## src/hdl/disk_ctrl_defines.svh

```systemverilog
// Function
// attention line is the or of all drive attention bits, units 0..7
// drive sets attention on error summary or finished head movement
// error summary is set while any drive error bit is set
// transferring drive reports errors on exception line, never attention
// end-of-block pulses each sector; exception sampled only during it
// controller clear wipes errors, silo, address, select, enable, port, bai, pat
// controller clear pulses drive init; drives clear errors, function, address
// transfer error write clears only controller error bits
// drive clear command clears errors, function, address of selected drive
// controller error clear and drive clear leave each other alone
// host-bus init acts as controller clear, all drives included
// transfer command with go clears controller errors and silo only
// transfer needs both readies; other commands need only drive ready
// transfer start drops both readies; other command drops drive ready; drive_unit keeps drive ready set on drive clear
// ready returns after drive ready, last memory cycle, run negated
// drive with error summary ignores all but drive clear
// transfer to erroring drive is not run and sets missed transfer
// interrupt when ready rises after transfer with enable set
// interrupt when special condition rises while ready and enabled
// interrupt when software writes enable while ready
// software avoids read-modify-write of enable bit
// special condition is transfer error or attention or parity error
// transfer error set by controller error or exception at end-of-block
// each interrupt request stays pending until acknowledged
`ifndef DISK_CTRL_DEFINES_SVH
`define DISK_CTRL_DEFINES_SVH
`define REG_CTRL 8'h00
`define REG_STAT2 8'h04
`define REG_BADDR 8'h08
`define REG_ATTENTION_LINE 8'h0c
`define REG_DSTAT 8'h10
`define REG_DADDR 8'h14
`define CS1_TRE 14
`define CS1_PSEL 10
`define CS1_AEXT_LO 8
`define CS1_IE 6
`define CS1_GO 0
`define CS2_CLR 5
`define CS2_PAT 4
`define CS2_BAI 3
`define MXF_IDX 1
`define FUNC_DCLR 5'h04
`define FUNC_XFER_MIN 5'h14
`endif

```

## src/hdl/disk_ctrl_pkg.sv

```systemverilog
package disk_ctrl_pkg;
   typedef enum logic [1:0] {S_IDLE, S_RUN, S_DRAIN} xfer_state_t;
   typedef logic [4:0] func_t;
endpackage : disk_ctrl_pkg

```

## src/hdl/disk_ctrl_status_clear_irq.sv

```systemverilog
`timescale 1ns/10ps
`include "disk_ctrl_defines.svh"
module disk_ctrl_status_clear_irq import disk_ctrl_pkg::*; #(
   parameter int NDRV = 8,
   parameter int EW = 8
) (
   input wire logic clk_i,
   input wire logic rst_i,
   input wire logic ce_i,
   input wire logic wb_cyc_i,
   input wire logic wb_stb_i,
   input wire logic wb_we_i,
   input wire logic [7:0] wb_adr_i,
   input wire logic [3:0] wb_sel_i,
   input wire logic [31:0] wb_dat_i,
   output logic [31:0] wb_dat_o,
   output logic wb_ack_o,
   input wire logic host_init_i,
   input wire logic irq_ack_i,
   input wire logic [7:0] ctrl_err_i,
   input wire logic control_parity_error_i,
   input wire logic wc_done_i,
   input wire logic dma_busy_i,
   input wire logic [NDRV*EW-1:0] err_src_i,
   input wire logic [NDRV-1:0] move_done_i,
   input wire logic [NDRV-1:0] sector_end_i,
   output logic irq_o,
   output logic attention_line_o,
   output logic run_o,
   output logic drive_init_o,
   output logic silo_clr_o
);
   // ----------------------------------------
   // declarations
   // ----------------------------------------
   xfer_state_t state_q;
   xfer_state_t state_d;
   logic [NDRV*EW-1:0] err_s;
   logic [NDRV-1:0] move_s;
   logic [NDRV-1:0] sect_s;
   logic [NDRV-1:0] move_p_q;
   logic [NDRV-1:0] sect_p_q;
   logic [NDRV-1:0] ata_w;
   logic [NDRV-1:0] sum_w;
   logic [NDRV-1:0] dry_w;
   logic [NDRV-1:0] exc_w;
   logic [NDRV-1:0] eob_w;
   logic [15:0] da_w [NDRV];
   logic [7:0] cs2_err_q;
   logic exc_err_q;
   logic control_parity_error_q;
   logic psel_q;
   logic [1:0] aext_q;
   logic ie_q;
   func_t func_q;
   logic pat_q;
   logic bai_q;
   logic [2:0] unit_q;
   logic [2:0] xunit_q;
   logic [15:0] ba_q;
   logic done_pend_q;
   logic sc_prev_q;
   logic irq_q;
   logic ack_q;
   logic [31:0] rd_d;
   logic wr;
   logic wr_ctrl;
   logic wr_stat2;
   logic wr_ba;
   logic wr_attention_line;
   logic wr_da;
   logic ctl_clr;
   logic go;
   func_t fn;
   logic dclr_cmd;
   logic accept;
   logic xfer_start;
   logic mxf_set;
   logic err_clr;
   logic rdy;
   logic transfer_error_bit;
   logic sc;
   logic attention_line;
   logic sum_sel;
   logic dry_sel;
   logic eob_x;
   logic exc_x;
   logic dry_x;
   logic ie_wr1;
   logic rdy_rise;
   logic irq_set;

   function automatic logic is_xfer(input func_t f);
      return f >= `FUNC_XFER_MIN;
   endfunction : is_xfer

   // ----------------------------------------
   // pin synchronisers
   // ----------------------------------------
   sync2 #(.W(NDRV*EW+2*NDRV)) u_sync (
      .clk_i(clk_i),
      .rst_i(rst_i),
      .ce_i(ce_i),
      .d_i({err_src_i, move_done_i, sector_end_i}),
      .q_o({err_s, move_s, sect_s})
   );
   always_ff @(posedge clk_i)
   begin
      if (rst_i)
      begin
         move_p_q <= '0;
         sect_p_q <= '0;
      end
      else if (ce_i)
      begin
         move_p_q <= move_s;
         sect_p_q <= sect_s;
      end
   end

   // ----------------------------------------
   // drives
   // ----------------------------------------
   for (genvar i = 0; i < NDRV; i++)
   begin : g_drv
      drive_unit #(.EW(EW)) u_drv (
         .clk_i(clk_i),
         .rst_i(rst_i),
         .ce_i(ce_i),
         .init_i(ctl_clr),
         .cmd_i(accept && unit_q == 3'(i)),
         .func_i(fn),
         .xfer_i(xfer_start && unit_q == 3'(i)),
         .stop_i(state_q == S_RUN && state_d != S_RUN && xunit_q == 3'(i)),
         .da_we_i(wr_da && unit_q == 3'(i)),
         .da_i(wb_dat_i[15:0]),
         .err_i(err_s[i*EW +: EW]),
         .move_done_i(move_s[i] && !move_p_q[i]),
         .sector_end_i(sect_s[i] && !sect_p_q[i]),
         .ata_clr_i(wr_attention_line && wb_sel_i[0] && wb_dat_i[i]),
         .err_sum_o(sum_w[i]),
         .ata_o(ata_w[i]),
         .dry_o(dry_w[i]),
         .exc_o(exc_w[i]),
         .eob_o(eob_w[i]),
         .da_o(da_w[i])
      );
   end

   // ----------------------------------------
   // decode
   // ----------------------------------------
   assign wr = wb_cyc_i && wb_stb_i && wb_we_i && ack_q;
   assign wr_ctrl = wr && wb_adr_i == `REG_CTRL;
   assign wr_stat2 = wr && wb_adr_i == `REG_STAT2;
   assign wr_ba = wr && wb_adr_i == `REG_BADDR && rdy;
   assign wr_attention_line = wr && wb_adr_i == `REG_ATTENTION_LINE;
   assign wr_da = wr && wb_adr_i == `REG_DADDR;
   assign ctl_clr = host_init_i || (wr_stat2 && wb_sel_i[0] && wb_dat_i[`CS2_CLR]);
   assign fn = wb_dat_i[5:1];
   assign go = wr_ctrl && wb_sel_i[0] && wb_dat_i[`CS1_GO];
   assign dclr_cmd = fn == `FUNC_DCLR;
   assign sum_sel = sum_w[unit_q];
   assign dry_sel = dry_w[unit_q];
   assign rdy = state_q == S_IDLE;
   assign xfer_start = go && is_xfer(fn) && rdy && dry_sel && !sum_sel;
   assign accept = go && dry_sel && !ctl_clr
      && (is_xfer(fn) ? xfer_start : (!sum_sel || dclr_cmd));
   assign mxf_set = go && is_xfer(fn) && rdy && dry_sel && sum_sel;
   assign err_clr = ctl_clr || (wr_ctrl && wb_sel_i[1] && wb_dat_i[`CS1_TRE])
      || (go && is_xfer(fn));
   assign eob_x = eob_w[xunit_q];
   assign exc_x = exc_w[xunit_q];
   assign dry_x = dry_w[xunit_q];
   assign attention_line = |ata_w;
   assign transfer_error_bit = (|cs2_err_q) || exc_err_q;
   assign sc = transfer_error_bit || attention_line || control_parity_error_q;

   // ----------------------------------------
   // controller errors
   // ----------------------------------------
   always_ff @(posedge clk_i)
   begin
      if (rst_i)
      begin
         cs2_err_q <= '0;
         exc_err_q <= 1'b0;
         control_parity_error_q <= 1'b0;
      end
      else if (ce_i)
      begin
         cs2_err_q <= (err_clr ? '0 : cs2_err_q) | ctrl_err_i
            | (8'(mxf_set) << `MXF_IDX);
         exc_err_q <= (exc_err_q && !err_clr)
            || (state_q == S_RUN && eob_x && exc_x);
         control_parity_error_q <= (control_parity_error_q && !err_clr) || control_parity_error_i;
      end
   end

   // ----------------------------------------
   // control fields
   // ----------------------------------------
   always_ff @(posedge clk_i)
   begin
      if (rst_i || (ce_i && ctl_clr))
      begin
         psel_q <= 1'b0;
         aext_q <= '0;
         ie_q <= 1'b0;
         pat_q <= 1'b0;
         bai_q <= 1'b0;
         unit_q <= '0;
         ba_q <= '0;
         func_q <= '0;
      end
      else if (ce_i)
      begin
         if (wr_ctrl && wb_sel_i[0])
         begin
            ie_q <= wb_dat_i[`CS1_IE];
            func_q <= fn;
         end
         if (wr_ctrl && wb_sel_i[1] && rdy)
         begin
            psel_q <= wb_dat_i[`CS1_PSEL];
            aext_q <= wb_dat_i[`CS1_AEXT_LO +: 2];
         end
         if (wr_stat2 && wb_sel_i[0])
         begin
            pat_q <= wb_dat_i[`CS2_PAT];
            bai_q <= wb_dat_i[`CS2_BAI];
            unit_q <= wb_dat_i[2:0];
         end
         if (wr_ba)
            ba_q <= wb_dat_i[15:0];
      end
   end

   // ----------------------------------------
   // transfer sequencing
   // ----------------------------------------
   always_comb
   begin
      state_d = state_q;
      unique case (state_q)
         S_IDLE:
            if (xfer_start)
               state_d = S_RUN;
         S_RUN:
            if (eob_x && (done_pend_q || transfer_error_bit || exc_x))
               state_d = S_DRAIN;
         S_DRAIN:
            if (dry_x && !dma_busy_i)
               state_d = S_IDLE;
      endcase
      if (ctl_clr)
         state_d = S_IDLE;
   end
   always_ff @(posedge clk_i)
   begin
      if (rst_i)
      begin
         state_q <= S_IDLE;
         xunit_q <= '0;
         done_pend_q <= 1'b0;
      end
      else if (ce_i)
      begin
         state_q <= state_d;
         if (xfer_start)
            xunit_q <= unit_q;
         done_pend_q <= !xfer_start && !ctl_clr && (done_pend_q || wc_done_i);
      end
   end
   assign run_o = state_q == S_RUN;

   // ----------------------------------------
   // interrupt request
   // ----------------------------------------
   assign rdy_rise = state_q == S_DRAIN && state_d == S_IDLE && !ctl_clr;
   assign ie_wr1 = wr_ctrl && wb_sel_i[0] && wb_dat_i[`CS1_IE];
   assign irq_set = (rdy_rise && ie_q)
      || (sc && !sc_prev_q && rdy && ie_q)
      || (ie_wr1 && rdy);
   always_ff @(posedge clk_i)
   begin
      if (rst_i)
      begin
         irq_q <= 1'b0;
         sc_prev_q <= 1'b0;
      end
      else if (ce_i)
      begin
         irq_q <= (irq_q && !irq_ack_i) || irq_set;
         sc_prev_q <= sc;
      end
   end
   assign irq_o = irq_q;

   // ----------------------------------------
   // status outputs
   // ----------------------------------------
   always_ff @(posedge clk_i)
   begin
      if (rst_i)
      begin
         attention_line_o <= 1'b0;
         drive_init_o <= 1'b0;
         silo_clr_o <= 1'b0;
      end
      else if (ce_i)
      begin
         attention_line_o <= attention_line;
         drive_init_o <= ctl_clr;
         silo_clr_o <= ctl_clr || (go && is_xfer(fn));
      end
   end

   // ----------------------------------------
   // wishbone slave
   // ----------------------------------------
   always_comb
   begin
      rd_d = '0;
      unique case (wb_adr_i)
         `REG_CTRL:
            rd_d[15:0] = {sc, transfer_error_bit, control_parity_error_q, 2'b00, psel_q, aext_q,
               rdy, ie_q, func_q, 1'b0};
         `REG_STAT2:
            rd_d[15:0] = {cs2_err_q, 2'b00, 1'b0, pat_q, bai_q, unit_q};
         `REG_BADDR:
            rd_d[15:0] = ba_q;
         `REG_ATTENTION_LINE:
            rd_d[NDRV-1:0] = ata_w;
         `REG_DSTAT:
            rd_d[2*NDRV-1:0] = {dry_w, sum_w};
         `REG_DADDR:
            rd_d[15:0] = da_w[unit_q];
         default:
            rd_d = '0;
      endcase
   end
   always_ff @(posedge clk_i)
   begin
      if (rst_i)
      begin
         ack_q <= 1'b0;
         wb_dat_o <= '0;
      end
      else if (ce_i)
      begin
         ack_q <= wb_cyc_i && wb_stb_i && !ack_q;
         if (wb_cyc_i && wb_stb_i && !ack_q)
            wb_dat_o <= rd_d;
      end
   end
   assign wb_ack_o = ack_q;
endmodule : disk_ctrl_status_clear_irq

```

## src/hdl/drive_unit.sv

```systemverilog
`timescale 1ns/10ps
`include "disk_ctrl_defines.svh"
module drive_unit import disk_ctrl_pkg::*; #(
   parameter int EW = 8
) (
   input wire logic clk_i,
   input wire logic rst_i,
   input wire logic ce_i,
   input wire logic init_i,
   input wire logic cmd_i,
   input wire func_t func_i,
   input wire logic xfer_i,
   input wire logic stop_i,
   input wire logic da_we_i,
   input wire logic [15:0] da_i,
   input wire logic [EW-1:0] err_i,
   input wire logic move_done_i,
   input wire logic sector_end_i,
   input wire logic ata_clr_i,
   output logic err_sum_o,
   output logic ata_o,
   output logic dry_o,
   output logic exc_o,
   output logic eob_o,
   output logic [15:0] da_o
);
   logic [EW-1:0] errs_q;
   func_t func_q;
   logic xfer_q;
   logic dclr;
   logic take;
   assign err_sum_o = |errs_q;
   assign dclr = cmd_i && func_i == `FUNC_DCLR;
   assign take = cmd_i && !err_sum_o && !dclr;
   // ----------------------------------------
   // error and command state
   // ----------------------------------------
   always_ff @(posedge clk_i)
   begin
      if (rst_i)
         errs_q <= '0;
      else if (ce_i)
         errs_q <= ((init_i || dclr) ? '0 : errs_q) | err_i;
   end
   always_ff @(posedge clk_i)
   begin
      if (rst_i || (ce_i && (init_i || dclr)))
      begin
         func_q <= '0;
         da_o <= '0;
      end
      else if (ce_i)
      begin
         if (take)
            func_q <= func_i;
         if (da_we_i)
            da_o <= da_i;
      end
   end
   always_ff @(posedge clk_i)
   begin
      if (rst_i)
      begin
         dry_o <= 1'b1;
         xfer_q <= 1'b0;
      end
      else if (ce_i)
      begin
         if (init_i)
            dry_o <= 1'b1;
         else if (take)
            dry_o <= 1'b0;
         else if (stop_i || (move_done_i && !xfer_q))
            dry_o <= 1'b1;
         xfer_q <= !init_i && (xfer_i || (xfer_q && !stop_i));
      end
   end
   // ----------------------------------------
   // attention, exception, end of block
   // ----------------------------------------
   always_ff @(posedge clk_i)
   begin
      if (rst_i)
      begin
         ata_o <= 1'b0;
         exc_o <= 1'b0;
         eob_o <= 1'b0;
      end
      else if (ce_i)
      begin
         ata_o <= !init_i && ((ata_o && !ata_clr_i)
            || (!xfer_q && (err_sum_o || move_done_i)));
         exc_o <= xfer_q && err_sum_o;
         eob_o <= xfer_q && sector_end_i;
      end
   end
endmodule : drive_unit

```

## src/hdl/sync2.sv

```systemverilog
`timescale 1ns/10ps
module sync2 #(
   parameter int W = 1
) (
   input wire logic clk_i,
   input wire logic rst_i,
   input wire logic ce_i,
   input wire logic [W-1:0] d_i,
   output logic [W-1:0] q_o
);
   logic [W-1:0] meta_q;
   always_ff @(posedge clk_i)
   begin
      if (rst_i)
      begin
         meta_q <= '0;
         q_o <= '0;
      end
      else if (ce_i)
      begin
         meta_q <= d_i;
         q_o <= meta_q;
      end
   end
endmodule : sync2

```

## config.mk

```make
export PLATFORM = sky130hd
export DESIGN_NAME = disk_ctrl_status_clear_irq
export DESIGN_NICKNAME = d
export VERILOG_FILES = /design/src/hdl/disk_ctrl_pkg.sv /design/src/hdl/disk_ctrl_status_clear_irq.sv /design/src/hdl/drive_unit.sv /design/src/hdl/sync2.sv
export VERILOG_INCLUDE_DIRS = /design/src /design/src/hdl
export SDC_FILE = /design/constraint.sdc
export NUM_CORES = 1
export LEC_CHECK = 0
export BUFFER_PORTS_ARGS = -buffer_cell sky130_fd_sc_hd__buf_2
export CAP_MARGIN = 10
export CELL_PAD_IN_SITES_DETAIL_PLACEMENT = 0
export CELL_PAD_IN_SITES_GLOBAL_PLACEMENT = 1
export CORE_MARGIN = 2
export CORE_UTILIZATION = 41
export DETAILED_ROUTE_END_ITERATION = 6
export PLACE_DENSITY = 0.81
export SYNTH_ARGS = -nofsm -noshare
export SYNTH_HDL_FRONTEND = slang
export SYNTH_SLANG_ARGS = --single-unit
```

## constraint.sdc

```tcl
create_clock -name clk_i -period 2.8 [get_ports clk_i]
set_clock_uncertainty 0.05 [all_clocks]
set_input_delay 0.14 -clock clk_i [delete_from_list [all_inputs] [get_ports clk_i]]
set_output_delay 0.14 -clock clk_i [all_outputs]
set_load 0.1 [all_outputs]
```

# Word-level counts from Yosys, hierarchy flattened
# Index checks and enable logic that the tools add are counted.
# op_classes
bitwise_logic,11
n_eq_ne,23
n_lt_le_gt_ge,4
n_reduce_logical,371
muxes,54
# op_table
op,count
$logic_and A1 B1 Y1,197
$reduce_or A8 Y1,10
$mux W8,9
$or A8 B8 Y8,9
$logic_or A1 B1 Y1,65
$logic_not A1 Y1,64
$bmux W16 S3,1
$pmux W8 S6,1
$reduce_and A2 Y1,22
$pmux W8 S5,1
$mux W16,2
$mux W1,30
$eq A3 B3 Y1 const B,8
$reduce_bool A3 Y1,8
$eq A8 B4 Y1 const B,2
$eq A8 B5 Y1 const B,2
$bmux W1 S3,5
$eq A3 B2 Y1 const B,4
$eq A8 B3 Y1 const B,1
$logic_not A8 Y1,1
$lt A3 B4 Y1 const B,2
$mux W2,4
$or A8 B2 Y8,1
$eq A3 B1 Y1 const B,2
other kinds (10),12
# word_totals
input_bits,143
wordCells,544
reg_bits,476

# Logic depth before layout (Yosys ltp)
# Gate-level depths: netlist of the first run.
# depth
depth_word,20
depth_mapped,11
depth_no_buf,9

# Cells and area by module
# Synthesis of the first run repeated with hierarchy kept, for this count alone.
# hier_totals
cells_unflattened,2276
hier_area_um2,20743.6
# by_module_without_submodules
mod,n_inst,seq_area_each_um2,area_per_inst_um2,cells_each
drive_unit,8,580.6,1162.4,141
disk_ctrl_status_clear_irq,1,1681.6,5751.8,632
sync2,1,3203.1,5693.0,516

# Worst setup path before layout of the first run
# OpenSTA, ideal clock, no wires.
# synth_path
path_type,register -> register
startpoint,"register ack_q, in the netlist wb_ack_o"
endpoint,register g_drv[5].u_drv.da_o[10]
path_stages_with_launch,9
arrival_time_ps,2681
setup_time_ps,116
setup_slack_ps,-48
path_cell_list,dfxtp_1 nand3_1 nor2_1 nand4_4 or4b_1 buf_6 o21ai_4 buf_6 a21oi_1
# synth_between
elab_chain_cells,15
word_cells_on_any_way,25
classes_between,mux (1); reduce/logical (24)
# synth_lines
item,line_no,source
start: declaration,disk_ctrl_status_clear_irq.sv:64,logic ack_q;
start signal: assignment,disk_ctrl_status_clear_irq.sv:352,ack_q <= wb_cyc_i && wb_stb_i && !ack_q;
$logic_and A1 B1 Y1 (*),disk_ctrl_status_clear_irq.sv:153,assign wr = wb_cyc_i && wb_stb_i && wb_we_i && ack_q;
$logic_and A1 B1 Y1 (no source line),-,
$logic_and A1 B1 Y1 (2 in series),disk_ctrl_status_clear_irq.sv:161,assign go = wr_ctrl && wb_sel_i[0] && wb_dat_i[`CS1_GO];
$logic_and A1 B1 Y1 (4 in series),disk_ctrl_status_clear_irq.sv:166,assign xfer_start = go && is_xfer(fn) && rdy && dry_sel && !sum_sel;
$mux W1,disk_ctrl_status_clear_irq.sv:168,&& (is_xfer(fn) ? xfer_start : (!sum_sel || dclr_cmd));
$logic_and A1 B1 Y1,disk_ctrl_status_clear_irq.sv:168,
$logic_and A1 B1 Y1,disk_ctrl_status_clear_irq.sv:131,".cmd_i(accept && unit_q == 3'(i)),"
$logic_and A1 B1 Y1 (no source line),-,
$logic_or A1 B1 Y1,drive_unit.sv:47,if (rst_i || (ce_i && (init_i || dclr)))
$logic_and A1 B1 Y1,drive_unit.sv:47,
$logic_or A1 B1 Y1,drive_unit.sv:47,
end signal: assignment,drive_unit.sv:57,da_o <= da_i;
end: declaration,drive_unit.sv:25,output logic [15:0] da_o
# Mark *: on every way between the ends. The rest lies on a longest branch, timed or not.
# A chain may end at the register's enable or synchronous reset.

# Final worst setup path of the first run
# layout_path
startpoint,register xunit_q[1]
endpoint,register g_drv[4].u_drv.xfer_q
# layout_between
elab_chain_cells,14
word_cells_on_any_way,21
classes_between,eq/ne (2); mux (10); reduce/logical (9)
# layout_lines
item,line_no,source
start: declaration,disk_ctrl_status_clear_irq.sv:59,logic [2:0] xunit_q;
start signal: assignment,disk_ctrl_status_clear_irq.sv:271,xunit_q <= unit_q;
$bmux W1 S3,disk_ctrl_status_clear_irq.sv:173,assign exc_x = exc_w[xunit_q];
$mux W1 (not written as such),disk_ctrl_status_clear_irq.sv:173,
$logic_or A1 B1 Y1,disk_ctrl_status_clear_irq.sv:250,if (eob_x && (done_pend_q || transfer_error_bit || exc_x))
$logic_and A1 B1 Y1,disk_ctrl_status_clear_irq.sv:250,
$mux W2,disk_ctrl_status_clear_irq.sv:250,
$pmux W2 S3,disk_ctrl_status_clear_irq.sv:245,unique case (state_q)
$mux W2,disk_ctrl_status_clear_irq.sv:256,if (ctl_clr)
$ne A2 B1 Y1,disk_ctrl_status_clear_irq.sv:134,".stop_i(state_q == S_RUN && state_d != S_RUN && xunit_q == 3'(i)),"
$logic_and A1 B1 Y1,disk_ctrl_status_clear_irq.sv:134,
$logic_and A1 B1 Y1 (*),disk_ctrl_status_clear_irq.sv:134,
$logic_not A1 Y1 (*),drive_unit.sv:75,xfer_q <= !init_i && (xfer_i || (xfer_q && !stop_i));
$logic_and A1 B1 Y1 (*),drive_unit.sv:75,
$logic_or A1 B1 Y1 (*),drive_unit.sv:75,
$logic_and A1 B1 Y1 (*),drive_unit.sv:75,
end signal: assignment,drive_unit.sv:75,
end: declaration,drive_unit.sv:29,logic xfer_q;
# Mark *: on every way between the ends. The rest lies on a longest branch, timed or not. The select of a mux whose other input is x is not followed.

==> results.cfg, run 1 <==
[worst_setup_path]
worstSetupStartpointType = flip-flop
ff2ff_path_depth = 7
rrSetupSlack_ns = 0.10
r2r-end = g_drv[4].u_drv.xfer_q$_SDFFE_PP0P_
worstPathArrival_ns = 3.16
critPathKind = flip-flop to flip-flop
reg2reg_from = xunit_q[1]$_SDFFE_PP0P_
crit_path_max_fanout = 9
end_kind = flip-flop
crit_required_ns = 3.26

[clock_tree]
worstSkewPairLatency_ns = 0.60
post-cts-setup-buffers = 0
cts_buffers = 50
htree_levels = 2
path_clk_slew_ns = 0.07
clock_sinks = 476
clockRootBuffer = clkbuf_16
clockBufferDepth = 3
cts_tree = done

[timing]
slew_headroom = 0.335
period_minus_slack_ns = 2.70
setup_ws_ns = 0.103
finalHoldViolCount = 0
worst_pin_slew_ns = 0.997
rsz0062_at_grt = false
timing.fmax_mhz = 371
setup_viol = 0
setup_tns_ns = 0
drv_slew = 0
fin_crit_sh = 0.963

[place]
post-place-ws_ns = 0.0712
gp_congestion = 0.911
dp_hpwl_um = 38600
port_buffers = 146

[logic_synthesis]
ys.flop_type = dfxtp_1
synth_fa_ha_area_frac = 0.00191
ys_ff_latch = 476
synth_top_family_by_area = simple AND/OR/NAND/NOR gates
synth_cell_types = 72
avgSynthCellArea_um2 = 9.35
ys_seq_area_frac = 0.486
syn_area_um2 = 19600
async_flop_share = 0
yosysWarnings = 0
synth-edff-count = 0
postSynthCellCount = 2096
yosys.area_share.simple = 0.165
yosys.area_share.xor_xnor = 0
muxShareOfSynthArea = 0.159
synth_compound_area_frac = 0.144

[routing]
drt_iter0_drc = 1100
drc = 0
routed_wl_um = 57700
via_per_inst = 5.45
routedWlPerCell_um = 19.3
dr.pass1.iters = 5
postRouteAntennaNets = 0
num_vias = 16300

[floorplanning]
io_pins = 181
core_area_um2 = 47400
die_w_um = 223
die_area_um2 = 49600
std_cell_rows = 80
die_h_um = 223
start_util = 0.413

[global_routing]
grt_pass1_wl_um = 90100
grt_pass1_vias = 16200
grt_start_max_net_pins = 143
grt_use_total = 0.230
overflow = 0
antenna_found_initial = 2

[hold_path]
holdPathEnd = state_q[1]$_SDFFE_PP0P_
hold_path_depth = 5
min_path_type = primary input to flip-flop
worstHoldStart = host_init_i

[layout]
nets = 2479
drive_above_1_share = 0.172
areaGrowthSynthToFinish_pct = 23.6

[power]
ir_worst_vdd_v = 0.000419
p_per_area_nw_per_um2 = 653
p_leak_nw = 9.45

[status]
status = complete, no violations

[job]
cap_violations = 0
## routing by layer
metal / vias to the layer above / wire [um] / GRT usage / share of wire
met2: 452 / 28100 / 0.393 / 0.49
met5: - / 0 / 0 / 0
met3: 124 / 3050 / 0.0369 / 0.053
li1: 7818 / - / - / -
met4: 0 / 1850 / 0.0818 / 0.032
met1: 7908 / 24700 / 0.294 / 0.43
## per-stage QoR
stage / utilization / instance area [um^2] / power (mW) / instances / hold slack, ns
2_1_floorplan: - / 19700 / 7.92 / 2111 / 0.223
3_3_place_gp: 0.447 / 21200 / 8.32 / 2786 / 0.327
3_5_place_dp: 0.447 / 21200 / 8.34 / 2786 / 0.333
4_1_cts: 0.510 / 24200 / 15.9 / 2989 / 0.0585
5_1_grt: 0.511 / 24200 / 16.3 / 2991 / 0.126
6_report: 0.511 / 24200 / 15.8 / 2991 / 0.0824
## synth_stat cells (all sizes together), types with 3 or more instances
cell type	count	area share
a2111oi	5	0.0026
a211oi	8	0.0031
a21o	3	0.0011
a21oi	204	0.053
a221o	4	0.0020
a221oi	3	0.0013
a22o	77	0.034
a22oi	9	0.0034
a311o	5	0.0026
a31oi	13	0.0054
a32o	5	0.0026
a32oi	3	0.0013
and3	4	0.0013
and4	3	0.0013
buf	67	0.021
clkbuf	97	0.019
dfxtp	476	0.49
ha	3	0.0019
inv	19	0.0036
mux2	12	0.0069
mux2i	217	0.11
mux4	36	0.041
nand2	351	0.067
nand2b	13	0.0041
nand3	34	0.0087
nand4b	8	0.0036
nor2	262	0.051
nor2b	7	0.0022
nor3	18	0.0057
nor4	24	0.0092
o21ai	37	0.014
o221ai	4	0.0018
o22ai	15	0.0048
o311ai	3	0.0013
o32ai	4	0.0022
or2	6	0.0019
or3	10	0.0032
## power breakdown
part           total (mW)  switching [mW]  internal (mW)
Sequential           7.02          0.0964           6.93
Clock                7.50            2.86           4.65
Combinational        1.30           0.810          0.487
## worst max-delay path: stages (launching register included)
cell and delay, ns:
dfxtp_2 0.36, mux4_2 0.50, mux2_2 0.30, or3_1 0.37, a41o_1 0.31, o22a_4 0.29, and4_1 0.21, o32ai_1 0.21
## cell usage in the layout (no fill, tap or decap), types with 5 or more instances in the layout
master and count:
buf_2 144, a32o_1 5, mux2_2 12, nor2_1 258
nor3_1 16, a311o_1 5, o21ai_0 29, nor2b_1 7
clkbuf_8 11, nand2_1 351, nand4b_1 8, clkbuf_16 51
nand2b_1 13, mux2i_1 217, clkinv_2 13, dlygate4sd3_1 110
mux4_2 36, dfxtp_1 471, nor4_1 22, a22o_1 77
o22ai_1 14, buf_4 59, a211oi_1 8, buf_12 17
a31oi_1 9, a21oi_1 197, a21oi_2 7, inv_1 19
o21ai_4 8, or3_1 10, or2_2 5, bufinv_16 11
nand3_1 34, a22oi_1 9, conb_1 16
## worst max-delay path by stage
stage	start	to	slack [ns]	depth (start not counted)
after detailed placement	wb_adr_i[1]	g_drv[7].u_drv.da_o[14]$_SDFFE_PP0P_	0.07	9
after CTS	xunit_q[1]$_SDFFE_PP0P_	g_drv[4].u_drv.xfer_q$_SDFFE_PP0P_	0.06	8
after global routing	xunit_q[1]$_SDFFE_PP0P_	g_drv[0].u_drv.xfer_q$_SDFFE_PP0P_	0.02	7
after global placement	xunit_q[1]$_SDFFE_PP0P_	g_drv[7].u_drv.dry_o$_SDFFE_PP1P_	0.11	8
final	xunit_q[1]$_SDFFE_PP0P_	g_drv[4].u_drv.xfer_q$_SDFFE_PP0P_	0.10	7
after floorplan	state_q[1]$_SDFFE_PP0P_	g_drv[0].u_drv.xfer_q$_SDFFE_PP0P_	0.08	9
## cells by family after synthesis
group / count (synthesis)
muxes: 265
buffers and inverters: 183
DFF: 476
other: 1
adders and majority gates: 3
and+or+nand+nor: 751
AOI/OAI and AO/OA: 417
## repair_timing
item | 4_1_cts | 5_1_grt
hold buffers | 110 | 0
resized for setup | 0 | 8
setup endpoints to repair | 0 | 10
endpoints found under the hold margin | 270 | 0
## state kept, by name, indices dropped and copies added, names as in the netlist, 8 cells and up
name / count
u_sync.meta_q: 80
g_drv.u_drv.da_o: 128
wb_dat_o: 16
cs2_err_q: 8
u_sync.q_o: 80
sect_p_q: 8
g_drv.u_drv.eob_o: 8
g_drv.u_drv.dry_o: 8
g_drv.u_drv.xfer_q: 8
move_p_q: 8
g_drv.u_drv.ata_o: 8
g_drv.u_drv.exc_o: 8
ba_q: 16
g_drv.u_drv.errs_q: 64
## final cells by class
cell class,count,area (um^2)
fillers,4362,23200
flip-flops and latches,476,9540
multi-input cells,1452,9310
repair buffers,334,2660
clock buffers,64,1440
well taps,615,769
clock inverters,29,449
inverters,19,71.3
diodes,2,5.00
Note: power is estimated with default switching activity, not from simulation.
==> run 2: changes to the inputs <==
Settings changed: CORE_UTILIZATION 41 to 30, PLACE_DENSITY 0.81 to 0.64.
==> results.cfg, run 2 (synthesis gave the netlist of run 1 again) <==
[status]
status = complete, no violations

[layout]
largest_reg_flops = 128
fin_area_um2 = 24500
num-fill-cells = 6456
antennaDiodeCount = 0
multi_input_area_um2 = 9320
utilization = 0.380
areaGrowthSynthToFinish_pct = 25.2
drive_above_1_share = 0.169
top_register = g_drv.u_drv.da_o
final_cell_mix = dfxtp_1, nand2_1, nor2_1, mux2i_1, a21oi_1
final_common_cell = dfxtp_1
ff_latch_area_um2 = 9540
nets = 2486
biggestRegsByFlops = g_drv.u_drv.da_o (128), u_sync.meta_q (80), u_sync.q_o (80)

[power]
p_leak_nw = 9.44
totalPowerFinal_mw = 15.2
ir_worst_vdd_v = 0.000387
p_per_area_nw_per_um2 = 619

[clock_tree]
path_clk_slew_ns = 0.06
clockBufferDepth = 3
clockRootBuffer = clkbuf_16
cts_tree = done
clock_sinks = 476
htree_levels = 2
worstSkewPairLatency_ns = 0.61
cts_buffers = 52

[floorplanning]
std_cell_rows = 93
start_util = 0.304
io_pins = 181
core_area_um2 = 64600
die_area_um2 = 67400
die_w_um = 260
die_h_um = 260

[routing]
via_per_inst = 4.96
num_vias = 16000
postRouteAntennaNets = 0
routedWlPerCell_um = 18.5
drc = 0
routed_wl_um = 59900
drt_iter0_drc = 784
dr.pass1.iters = 5

[job]
cap_violations = 0

[place]
gp_congestion = 0.862
placed_cell_area_um2 = 21700
post-place-ws_ns = -0.0196
port_buffers = 146
dp_hpwl_um = 41300

[global_routing]
overflow = 0
grt_use_total = 0.176
grt_start_max_net_pins = 197
grt_pass1_wl_um = 92700
antenna_found_initial = 0
grt_pass1_vias = 15900

[timing]
fin_crit_sh = 0.974
slew_headroom = 0.289
finalHoldViolCount = 0
setup_ws_ns = 0.0739
timing.fmax_mhz = 367
rsz0062_at_grt = false
worst_pin_slew_ns = 1.07
holdWs_ns = 0.0629
drv_slew = 0
setup_viol = 0
period_minus_slack_ns = 2.73

[worst_setup_path]
worstSetupStartpointType = flip-flop
crit_path_cell_trace = nor2_1 > a31oi_1 > o21ai_0 > o22ai_1 > o22ai_1 > buf_4 > o311ai_0 > o21ai_0
crit_required_ns = 3.22
cp_slowest_cell = dfxtp_1
crit_path_max_fanout = 8
critPathKind = flip-flop to flip-flop
worstPathArrival_ns = 3.15
end_kind = flip-flop
crit_path_max_incr_delay_ns = 0.66

[hold_path]
min_path_type = primary input to flip-flop
==> run 2: cell count changes in the layout (fill, tap and decap cells not counted), sizes merged <==
| cell | before | now |
|---|---|---|
| clkinvlp | 1 | 2 |
| buf | 224 | 229 |
| bufinv | 11 | 2 |
| diode | 2 | 0 |
| inv | 22 | 21 |
| clkinv | 14 | 6 |
| clkbuf | 64 | 81 |
==> run 2: final timing paths <==
check / end / from / depth (start not counted) / slack [ns]
worst max register to register: g_drv[7].u_drv.xfer_q$_SDFFE_PP0P_ / unit_q[1]$_SDFFE_PP0P_ / 8 / 0.07
worst min register to register: ba_q[14]$_SDFFE_PP0P_ / ba_q[14]$_SDFFE_PP0P_ / 2 / 0.40
worst min-delay path: state_q[1]$_SDFFE_PP0P_ / host_init_i / 5 / 0.06
worst max-delay path: g_drv[7].u_drv.xfer_q$_SDFFE_PP0P_ / unit_q[1]$_SDFFE_PP0P_ / 8 / 0.07
==> run 2: power breakdown <==
| group | total, mW | internal (mW) | leakage [nW] | switching [mW] |
|---|---|---|---|---|
| Combinational | 1.30 | 0.491 | 4.73 | 0.808 |
| Sequential | 7.03 | 6.93 | 3.86 | 0.0961 |
| Clock | 6.88 | 4.04 | 0.842 | 2.84 |
| Total | 15.2 | 11.5 | 9.44 | 3.74 |
==> run 2: repair_timing <==
| item | 4_1_cts | 5_1_grt |
|---|---|---|
| gates resized for setup | 0 | 6 |
| setup endpoints to repair | 0 | 12 |
| buffers inserted | 0 | 1 |
| hold buffers | 110 | 0 |
| hold endpoints to repair | 272 | 0 |
==> run 2: area by class of cell <==
cell class              count  area share
flip-flops and latches    476       0.388
multi-input cells        1452       0.380
inverters                  19     0.00291
clock buffers              81      0.0640
well taps                 855      0.0436
repair buffers            339       0.115
clock inverters            12     0.00591
==> run 2: worst max-delay path, delay by kind of cell, from the launching register on <==
kind / cells / cell delay, ns
and+or+nand+nor: 1 / 0.22
DFF: 1 / 0.66
buffers and inverters: 1 / 0.20
AOI/OAI and AO/OA: 6 / 1.44
==> run 2: metrics by stage <==
step	std cells	setup TNS, ns
2_1_floorplan	2111	0
3_3_place_gp	3030	-0.00193
3_5_place_dp	3030	-0.0877
4_1_cts	3233	0
5_1_grt	3234	0
6_report	3234	0
==> run 2: routing by layer <==
metal | up-vias | track usage | part of all wire
li1 | 7817 | - | -
met1 | 7780 | 0.229 | 0.43
met2 | 352 | 0.303 | 0.49
met3 | 89 | 0.0241 | 0.047
met4 | 0 | 0.0546 | 0.026
met5 | - | 0 | 0
